--- config.mk ---
export PLATFORM = sky130hd
export DESIGN_NAME = nvss_top
export DESIGN_NICKNAME = d
export VERILOG_FILES = /design/src/rtl/nvss_pkg.sv /design/src/rtl/nvss_tmr_if.sv /design/src/rtl/nvss_timer.sv /design/src/rtl/nvss_top.sv
export VERILOG_INCLUDE_DIRS = /design/src /design/src/rtl
export SDC_FILE = /design/constraint.sdc
export NUM_CORES = 1
export LEC_CHECK = 0
export BUFFER_PORTS_ARGS = -buffer_cell sky130_fd_sc_hd__buf_2
export CORE_MARGIN = 10
export CORE_UTILIZATION = 49
export CTS_CLUSTER_DIAMETER = 80
export CTS_CLUSTER_SIZE = 24
export DETAILED_ROUTE_END_ITERATION = 8
export GPL_TIMING_DRIVEN = 0
export PLACE_DENSITY = 0.67
export SYNTH_ARGS = -nofsm -noshare
export SYNTH_HDL_FRONTEND = slang
export SYNTH_SLANG_ARGS = --single-unit
--- constraint.sdc ---
create_clock -name core_clk -period 2.1 [get_ports core_clk]
set_input_delay 0.105 -clock core_clk [delete_from_list [all_inputs] [get_ports core_clk]]
set_output_delay 0.105 -clock core_clk [all_outputs]
set_load 0.005 [all_outputs]
--- src/rtl/nvss_defines.svh ---
// Timing counts for the nonvolatile store and recall sequencer
`ifndef NVSS_DEFINES_SVH
`define NVSS_DEFINES_SVH
`define NVSS_CLK_NS 40
`define NVSS_CNT_W 20
`define NVSS_FA_MS 20
`define NVSS_FA_CYC ((`NVSS_FA_MS * 1000000) / `NVSS_CLK_NS)
`define NVSS_STORE_MS 8
`define NVSS_STORE_CYC ((`NVSS_STORE_MS * 1000000) / `NVSS_CLK_NS)
`define NVSS_RECALL_US 200
`define NVSS_RECALL_CYC ((`NVSS_RECALL_US * 1000) / `NVSS_CLK_NS)
`define NVSS_GRACE_NS 25
`define NVSS_GRACE_RAW (`NVSS_GRACE_NS / `NVSS_CLK_NS)
`define NVSS_GRACE_CYC ((`NVSS_GRACE_RAW < 1) ? 1 : `NVSS_GRACE_RAW)
`define NVSS_PROC_US 100
`define NVSS_PROC_CYC ((`NVSS_PROC_US * 1000) / `NVSS_CLK_NS)
`define NVSS_RESUME_US 5
`define NVSS_RESUME_CYC ((`NVSS_RESUME_US * 1000) / `NVSS_CLK_NS)
`define NVSS_PULL_NS 500
`define NVSS_PULL_CYC (`NVSS_PULL_NS / `NVSS_CLK_NS)
`endif

--- src/rtl/nvss_pkg.sv ---
// Types for the nonvolatile store and recall sequencer
`include "nvss_defines.svh"
package nvss_pkg;
  typedef logic [`NVSS_CNT_W-1:0] nvss_cnt_t;
  typedef enum logic [5:0] {
    ST_IDLE   = 6'h01,
    ST_GRACE  = 6'h02,
    ST_STORE  = 6'h04,
    ST_RECALL = 6'h08,
    ST_PULLUP = 6'h10,
    ST_PWRUP  = 6'h20
  } nvss_state_t;
  typedef enum logic [3:0] {
    OP_STORE  = 4'h1,
    OP_RECALL = 4'h2,
    OP_ENA    = 4'h4,
    OP_DIS    = 4'h8
  } nvss_op_t;
endpackage : nvss_pkg

--- src/rtl/nvss_tmr_if.sv ---
// Load and done signals between the sequencer and its timer
`timescale 1ns/1ps
interface nvss_tmr_if;
  import nvss_pkg::*;
  logic load;
  nvss_cnt_t load_val;
  logic done;
  modport ctl (output load, output load_val, input done);
  modport tmr (input load, input load_val, output done);
endinterface : nvss_tmr_if

--- src/rtl/nvss_timer.sv ---
// Down counter that pulses done a fixed time after a load
`timescale 1ns/1ps
module nvss_timer
  import nvss_pkg::*;
(
  // Clock and reset
  input wire logic clk,
  input wire logic rst_n,
  // Control
  nvss_tmr_if.tmr t
);
  nvss_cnt_t cnt;
  nvss_cnt_t next_cnt;
  logic next_done;

  // Done is raised one cycle early so the owner's state lasts exactly the
  // loaded count; one extra cycle would push the 500 ns drive past its limit
  always_comb begin
    next_cnt = cnt;
    next_done = 1'b0;
    if (t.load) begin
      next_cnt = t.load_val;
      next_done = (t.load_val == nvss_cnt_t'(1));
    end else if (cnt != '0) begin
      next_cnt = cnt - 1'b1;
      next_done = (cnt == nvss_cnt_t'(2));
    end
  end

  always_ff @(posedge clk or negedge rst_n) begin
    if (!rst_n) begin
      cnt <= '0;
      t.done <= 1'b0;
    end else begin
      cnt <= next_cnt;
      t.done <= next_done;
    end
  end
endmodule : nvss_timer

--- src/rtl/nvss_top.sv ---
// Sequencer for transfers between the SRAM array and shadow cells
`timescale 1ns/1ps
`include "nvss_defines.svh"
module nvss_top
  import nvss_pkg::*;
#(
  parameter nvss_cnt_t FA_CYC = nvss_cnt_t'(`NVSS_FA_CYC),
  parameter nvss_cnt_t STORE_CYC = nvss_cnt_t'(`NVSS_STORE_CYC),
  parameter nvss_cnt_t RECALL_CYC = nvss_cnt_t'(`NVSS_RECALL_CYC)
) (
  // Clock and reset
  input wire logic core_clk,
  input wire logic arst_n,
  // Supply monitor and store line pin
  input wire logic supply_ok,
  input wire logic store_request_busy_line_in,
  output logic store_request_busy_line_out,
  output logic store_request_busy_line_oe,
  // Commands and SRAM write events from the serial logic
  input wire logic store_cmd,
  input wire logic recall_cmd,
  input wire logic pls_enable_cmd,
  input wire logic pls_disable_cmd,
  input wire logic sram_write,
  // Status
  output logic access_inhibit,
  output logic io_block,
  output logic power_loss_store_en,
  output logic sram_dirty,
  output logic nv_store_active,
  output logic nv_recall_active
);
  localparam nvss_cnt_t GRACE_CYC = nvss_cnt_t'(`NVSS_GRACE_CYC);
  localparam nvss_cnt_t PULL_CYC = nvss_cnt_t'(`NVSS_PULL_CYC);
  localparam int PULL_INT = `NVSS_PULL_CYC;
  localparam int RESUME_INT = `NVSS_RESUME_CYC;

  logic [1:0] rst_sync;
  logic rst_n;
  logic supply_m, supply_s;
  logic line_m, line_s, line_q;
  nvss_state_t st, next_st;
  nvss_op_t op, next_op;
  logic next_dirty, next_pls_en, next_inhibit, next_io_block;
  logic next_line_out, next_line_oe;
  logic hw_req;
  nvss_tmr_if tmr_bus ();

  // Reset release through two flops
  always_ff @(posedge core_clk or negedge arst_n) begin
    if (!arst_n) begin
      rst_sync <= 2'h0;
    end else begin
      rst_sync <= {rst_sync[0], 1'b1};
    end
  end
  assign rst_n = rst_sync[1];

  // Pin synchronisers; line idles high through its pull-up
  always_ff @(posedge core_clk or negedge rst_n) begin
    if (!rst_n) begin
      supply_m <= 1'b0;
      supply_s <= 1'b0;
      line_m <= 1'b1;
      line_s <= 1'b1;
      line_q <= 1'b1;
    end else begin
      supply_m <= supply_ok;
      supply_s <= supply_m;
      line_m <= store_request_busy_line_in;
      line_s <= line_m;
      line_q <= line_s;
    end
  end

  // Falling edge of the line while nobody on our side drives it
  assign hw_req = line_q && !line_s && !store_request_busy_line_oe;

  nvss_timer u_timer (
    .clk(core_clk),
    .rst_n(rst_n),
    .t(tmr_bus.tmr)
  );

  always_comb begin
    next_st = st;
    next_op = op;
    next_pls_en = power_loss_store_en;
    tmr_bus.load = 1'b0;
    tmr_bus.load_val = GRACE_CYC;
    case (st)
      ST_IDLE: begin
        if (!supply_s) begin
          if (power_loss_store_en && sram_dirty) begin
            next_st = ST_GRACE;
            next_op = OP_STORE;
            tmr_bus.load = 1'b1;
          end else begin
            next_st = ST_PWRUP;
          end
        end else if (hw_req) begin
          // Clean array: line low only inhibits, no store
          if (sram_dirty) begin
            next_st = ST_GRACE;
            next_op = OP_STORE;
            tmr_bus.load = 1'b1;
          end
        end else if (store_cmd || recall_cmd || pls_enable_cmd ||
                     pls_disable_cmd) begin
          next_st = ST_GRACE;
          tmr_bus.load = 1'b1;
          if (store_cmd) begin
            next_op = OP_STORE;
          end else if (recall_cmd) begin
            next_op = OP_RECALL;
          end else if (pls_enable_cmd) begin
            next_op = OP_ENA;
          end else begin
            next_op = OP_DIS;
          end
        end
      end
      ST_GRACE: begin
        if (tmr_bus.done) begin
          tmr_bus.load = 1'b1;
          case (op)
            OP_STORE: begin
              next_st = ST_STORE;
              tmr_bus.load_val = STORE_CYC;
            end
            OP_RECALL: begin
              next_st = ST_RECALL;
              tmr_bus.load_val = RECALL_CYC;
            end
            OP_ENA: begin
              next_st = ST_IDLE;
              next_pls_en = 1'b1;
              tmr_bus.load = 1'b0;
            end
            default: begin
              next_st = ST_IDLE;
              next_pls_en = 1'b0;
              tmr_bus.load = 1'b0;
            end
          endcase
        end
      end
      ST_STORE, ST_RECALL: begin
        if (tmr_bus.done) begin
          next_st = ST_PULLUP;
          tmr_bus.load = 1'b1;
          tmr_bus.load_val = PULL_CYC;
        end
      end
      ST_PULLUP: begin
        if (tmr_bus.done) begin
          next_st = supply_s ? ST_IDLE : ST_PWRUP;
        end
      end
      ST_PWRUP: begin
        if (supply_s) begin
          next_st = ST_RECALL;
          next_op = OP_RECALL;
          tmr_bus.load = 1'b1;
          tmr_bus.load_val = FA_CYC;
        end
      end
      default: begin
        next_st = ST_IDLE;
      end
    endcase
  end

  always_comb begin
    // A write in the cycle the array is snapshotted keeps it dirty
    next_dirty = sram_dirty;
    if (next_st == ST_STORE || next_st == ST_RECALL) begin
      next_dirty = 1'b0;
    end
    if (sram_write && !access_inhibit) begin
      next_dirty = 1'b1;
    end
    next_inhibit = (next_st == ST_STORE) || (next_st == ST_RECALL) ||
                   (next_st == ST_PWRUP) ||
                   ((next_st == ST_IDLE) && (!supply_s || !line_s)) ||
                   ((next_st == ST_PULLUP) && !supply_s);
    next_io_block = (next_st == ST_STORE) || (next_st == ST_RECALL) ||
                    (next_st == ST_PWRUP);
    next_line_oe = (next_st == ST_STORE) || (next_st == ST_RECALL) ||
                   (next_st == ST_PULLUP);
    next_line_out = (next_st == ST_PULLUP);
  end

  always_ff @(posedge core_clk or negedge rst_n) begin
    if (!rst_n) begin
      st <= ST_PWRUP;
      op <= OP_RECALL;
      sram_dirty <= 1'b0;
      power_loss_store_en <= 1'b1;
      access_inhibit <= 1'b1;
      io_block <= 1'b1;
      store_request_busy_line_oe <= 1'b0;
      store_request_busy_line_out <= 1'b0;
      nv_store_active <= 1'b0;
      nv_recall_active <= 1'b0;
    end else begin
      st <= next_st;
      op <= next_op;
      sram_dirty <= next_dirty;
      power_loss_store_en <= next_pls_en;
      access_inhibit <= next_inhibit;
      io_block <= next_io_block;
      store_request_busy_line_oe <= next_line_oe;
      store_request_busy_line_out <= next_line_out;
      nv_store_active <= (next_st == ST_STORE);
      nv_recall_active <= (next_st == ST_RECALL);
    end
  end

  // Helper: length of a recall run
  nvss_cnt_t rec_len;
  always_ff @(posedge core_clk or negedge rst_n) begin
    if (!rst_n) begin
      rec_len <= '0;
    end else begin
      rec_len <= (st == ST_RECALL) ? rec_len + 1'b1 : '0;
    end
  end

  property p_fa_bound;
    @(posedge core_clk) disable iff (!rst_n)
    rec_len <= FA_CYC;
  endproperty
  a_fa_bound: assert property (p_fa_bound)
    else $error("recall ran too long");

  property p_grace_open;
    @(posedge core_clk) disable iff (!rst_n)
    $rose(st == ST_GRACE) && supply_s |-> !access_inhibit;
  endproperty
  a_grace_open: assert property (p_grace_open)
    else $error("access closed during grace");

  property p_nv_inhibit;
    @(posedge core_clk) disable iff (!rst_n)
    (st == ST_STORE || st == ST_RECALL) |-> access_inhibit;
  endproperty
  a_nv_inhibit: assert property (p_nv_inhibit)
    else $error("access open during nv operation");

  property p_clean_skip;
    @(posedge core_clk) disable iff (!rst_n)
    (st == ST_IDLE && !sram_dirty && (!supply_s || hw_req)) |=>
      st != ST_GRACE;
  endproperty
  a_clean_skip: assert property (p_clean_skip)
    else $error("store started on clean array");

  property p_cmd_start;
    @(posedge core_clk) disable iff (!rst_n)
    (st == ST_IDLE && supply_s && !hw_req && store_cmd) |=>
      st == ST_GRACE ##[1:4] st == ST_STORE;
  endproperty
  a_cmd_start: assert property (p_cmd_start)
    else $error("store command not acted on");

  property p_io_block;
    @(posedge core_clk) disable iff (!rst_n)
    (st == ST_STORE || st == ST_RECALL) |-> io_block;
  endproperty
  a_io_block: assert property (p_io_block)
    else $error("serial io open during nv operation");

  property p_line_low;
    @(posedge core_clk) disable iff (!rst_n)
    (st == ST_IDLE && !line_s) |=> access_inhibit == (st != ST_GRACE);
  endproperty
  a_line_low: assert property (p_line_low)
    else $error("access open while line low");

  property p_resume;
    @(posedge core_clk) disable iff (!rst_n)
    (st == ST_IDLE && supply_s && $rose(line_s)) |->
      ##[1:RESUME_INT] (!access_inhibit || st != ST_IDLE);
  endproperty
  a_resume: assert property (p_resume)
    else $error("no resume after line high");

  property p_pull_len;
    @(posedge core_clk) disable iff (!rst_n)
    $rose(st == ST_PULLUP) |->
      (store_request_busy_line_oe && store_request_busy_line_out)
      ##[1:PULL_INT] !store_request_busy_line_out;
  endproperty
  a_pull_len: assert property (p_pull_len)
    else $error("high drive missing or too long");

  property p_busy_low;
    @(posedge core_clk) disable iff (!rst_n)
    (st == ST_STORE || st == ST_RECALL) |->
      store_request_busy_line_oe && !store_request_busy_line_out;
  endproperty
  a_busy_low: assert property (p_busy_low)
    else $error("busy not driven low");
endmodule : nvss_top

==> flow_metrics.env <==
export IMPL_status="finished, violations left"
export IMPL_violations="setup timing"
export IMPL_cp_max_fo=5
export IMPL_drt_iter0_drc=136
export IMPL_clk_path_buf_depth=2
export IMPL_vias_per_cell=5.63
export IMPL_synthTopCellsByCount="dfrtp_1, nor2_1, o21ai_0, a21oi_1, nand2_1"
export IMPL_async_reset_ff_share_pct=100
export IMPL_fin_worst_skew_ps=14.6
export IMPL_syn_avg_cell_area_um2=9.63
export IMPL_io_pins=17
export IMPL_core_area_um2=4750
export IMPL_worst_r2r_endpoint="u_timer.cnt[11]"
export IMPL_worst_r2r_setup_slack_ps=-60
export IMPL_rr_worst_depth=7
export IMPL_dpl_cell_area_um2=2620
export IMPL_whs_endpoint="op[1]"
export IMPL_diodes=0
export IMPL_cts_tree="built"
export IMPL_initial_utilization_pct=50.6
export IMPL_setup_viol=8
export IMPL_layout_setup_ws_ps=-59.4
export IMPL_first_global_vias=1977
export IMPL_hold_worst_slack_ps=18.5
export IMPL_synth_top_cell_area_share_pct=39.5
export IMPL_grtUsageMet3_pct=3.08
export IMPL_die_x_um=90.1
export IMPL_cts_sinks=46
export IMPL_synth_flop_cell="dfrtp_1"
export IMPL_cts_buffers=5
export IMPL_vdd_ir_drop_max_v=0.000785
export IMPL_fin_cells=358
export IMPL_grt_antenna_before_repair=0
export IMPL_cp_slowest_cell="or4b_4"
export IMPL_pre_cts_ws_ps=-562
export IMPL_h_tree_depth=2
export IMPL_grt_max_degree=35
export IMPL_hp_class="input pin to flop"
export IMPL_worst_path_buf_inv=1
export IMPL_yosys_area_top_type="dfrtp_1"
export IMPL_grt_ovfl_total=0
export IMPL_syn_inst=250
export IMPL_nets=301
export IMPL_powerDensity_nw_per_um2=1390
export IMPL_leakagePower_uw=0.00145
export IMPL_cts_root_buffer="clkbuf_8"
export IMPL_crit_family="simple AND/OR/NAND/NOR gates"
export IMPL_totalWireLength_mm=6.16
export IMPL_crit_arrival_ps=2370
export IMPL_ys_types=49
export IMPL_synth_seq_cells=46
export IMPL_critPathKind="flop to flop"
export IMPL_dp_hpwl_mm=3.87
export IMPL_yosysMostFrequentCell="dfrtp_1"
export IMPL_synth_edf_count=0
export IMPL_reg2reg_from="st[4]"
export IMPL_synth_fp_nets=261
export IMPL_grt_use_met1_pct=20.5
export IMPL_core_rowCount=25
export IMPL_period_needed_ps=2160
export IMPL_finalPower_uw=4420
export IMPL_max_freq_mhz=463
export IMPL_path_cells="or3b_4 -> nor4_4 -> or4b_4 -> and3_4 -> buf_8 -> a21oi_2 -> nor2_2"
export IMPL_fin_area_um2=3180
export IMPL_gp_congestion=0.826
export IMPL_grt_pass1_wl_mm=9.98
export IMPL_netlist_area_um2=2410
export IMPL_via_count=2017
export IMPL_ys_warnings_count=0
export IMPL_synthToLayoutAreaGrowth_pct=32.3
export IMPL_grtUsageMet2_pct=22.2
export IMPL_drive_above_1_share_pct=38.8
export IMPL_ys_seq_area_share_pct=48.2
export IMPL_die_area_um2=8120
export IMPL_cpPeakStageDelay_ps=530
export IMPL_grt_usage_pct=14.7
export IMPL_period_share_pct=103
export IMPL_hp_start="recall_cmd"
export IMPL_fillers=379
export IMPL_place_inst=334
export IMPL_hold_violations=0
export IMPL_antenna_left=0
export IMPL_synthTopCellsByArea="dfrtp_1, dfstp_2, o21ai_0"
export IMPL_clk_latency_ps=300
export IMPL_end_kind="flop"
export IMPL_maxCapViolations=0
export IMPL_clkSlewWorstSetupHoldPaths_ps=100
export IMPL_crit_required_ps=2310
export IMPL_rsz0062_at_grt="true"
export IMPL_die_y_um=90.1
export IMPL_drc=0
export IMPL_first_pass_iters=4
export IMPL_maxSlewViolCount=0
export IMPL_io_buffers=16
export IMPL_routedWlPerCell_um=17.2
export IMPL_critPathLaunchType="flop"
export IMPL_whs_path_depth=3
export IMPL_grt_busiest_layer="met2"
[how the worst max path moves through the flow]
stage	startpoint	end	slack, ps	depth (start not counted)
3_3_place_gp	u_timer.cnt[12]	u_timer.cnt[15]	-600	7
3_5_place_dp	u_timer.cnt[10]	u_timer.cnt[13]	-560	7
6_report	st[4]	u_timer.cnt[11]	-60	7
4_1_cts	st[4]	access_inhibit	-220	9
2_1_floorplan	st[4]	access_inhibit	-110	8
5_1_grt	st[3]	u_timer.cnt[13]	-120	7
[cell type report]
type                    count  area (um2)  share of cell area [%]
plain buffers               5        41.3                    1.30
well taps                  67        83.8                    2.63
repair buffers             38         308                    9.67
flip-flops and latches     46        1160                    36.5
inverters                   6        22.5                   0.707
multi-input cells         188        1480                    46.4
clock inverters             2        15.0                   0.472
clock buffers               6        72.6                    2.28
[flip-flops by register name, indices dropped and copies added (netlist names)]
name                         flops
store_request_busy_line_oe       1
line_m                           1
line_s                           1
access_inhibit                   1
power_loss_store_en              1
store_request_busy_line_out      1
u_timer.cnt                     20
rst_sync                         2
nv_store_active                  1
u_timer.t.done                   1
supply_s                         1
sram_dirty                       1
supply_m                         1
nv_recall_active                 1
line_q                           1
st                               6
io_block                         1
op                               4
[power by group]
group / leakage [uW] / switching, uW / total (uW) / internal (uW)
Clock: 0.0000374 / 316 / 551 / 235
Combinational: 0.000833 / 1200 / 2330 / 1130
Sequential: 0.000575 / 364 / 1540 / 1180
[tightest hold or removal path, delay by kind of cell]
| kind | cells | cell delay, ps |
|---|---|---|
| buffers and inverters | 1 | 120 |
| AND/OR/NAND/NOR | 1 | 60 |
| AO/OA/AOI/OAI | 1 | 50 |
[cells in the final DEF, fill, tap and decap left out, drive strengths merged, types with 2 or more instances in the layout]
cell / Yosys / layout
nor4b: 2 / 2
xor2: 12 / 12
a211o: 2 / 2
dfrtp: 38 / 38
nor4: 7 / 7
xnor2: 5 / 5
nor3b: 8 / 8
nand2: 18 / 18
a21oi: 19 / 19
inv: 6 / 6
clkbuf: 4 / 8
nand3b: 2 / 2
nand2b: 4 / 4
nand3: 7 / 7
or3: 2 / 2
clkinvlp: 0 / 2
o31ai: 3 / 3
ha: 2 / 2
or4b: 3 / 3
nand4b: 2 / 2
o21ai: 24 / 24
buf: 6 / 38
a31oi: 2 / 2
and4b: 2 / 2
nor2b: 4 / 4
nand4: 3 / 3
a22oi: 2 / 2
o211ai: 3 / 3
and3: 3 / 3
nor3: 8 / 8
dlygate4sd3: 0 / 3
dfstp: 8 / 8
a21o: 2 / 2
nor2: 27 / 27
[kinds of logic after synthesis]
| kind of cell | Yosys count | share of synthesized area, % |
|---|---|---|
| buffers and inverters | 16 | 3.53 |
| multiplexers | 1 | 0.416 |
| XOR/XNOR | 17 | 6.18 |
| AO/OA/AOI/OAI | 61 | 15.3 |
| flip-flops | 46 | 48.2 |
| AND/OR/NAND/NOR | 106 | 25.2 |
| adder cells (fa/ha/maj) | 2 | 1.04 |
| other | 1 | 0.156 |
[what timing repair did]
action	CTS	global route
gates resized for setup	37	50
cloned	2	0
pin swaps	9	7
setup buffers	8	8
setup endpoints to repair	27	31
hold buffers	3	0
hold endpoints to repair	4	0
[per-stage QoR]
step,util (%),TNS [ps]
after floorplan,-,-881
after global placement,54.7,-8720
after detailed placement,55.1,-8180
after CTS,62.4,-3430
after global routing,67.0,-1170
final,67.0,-267
[metal layers]
layer / wire, um / share of wire (%)
met4: 67 / 1.1
met5: 0 / 0
met3: 201 / 3.3
met2: 2850 / 46
met1: 3040 / 49
Power figures use the tool's default switching activity.
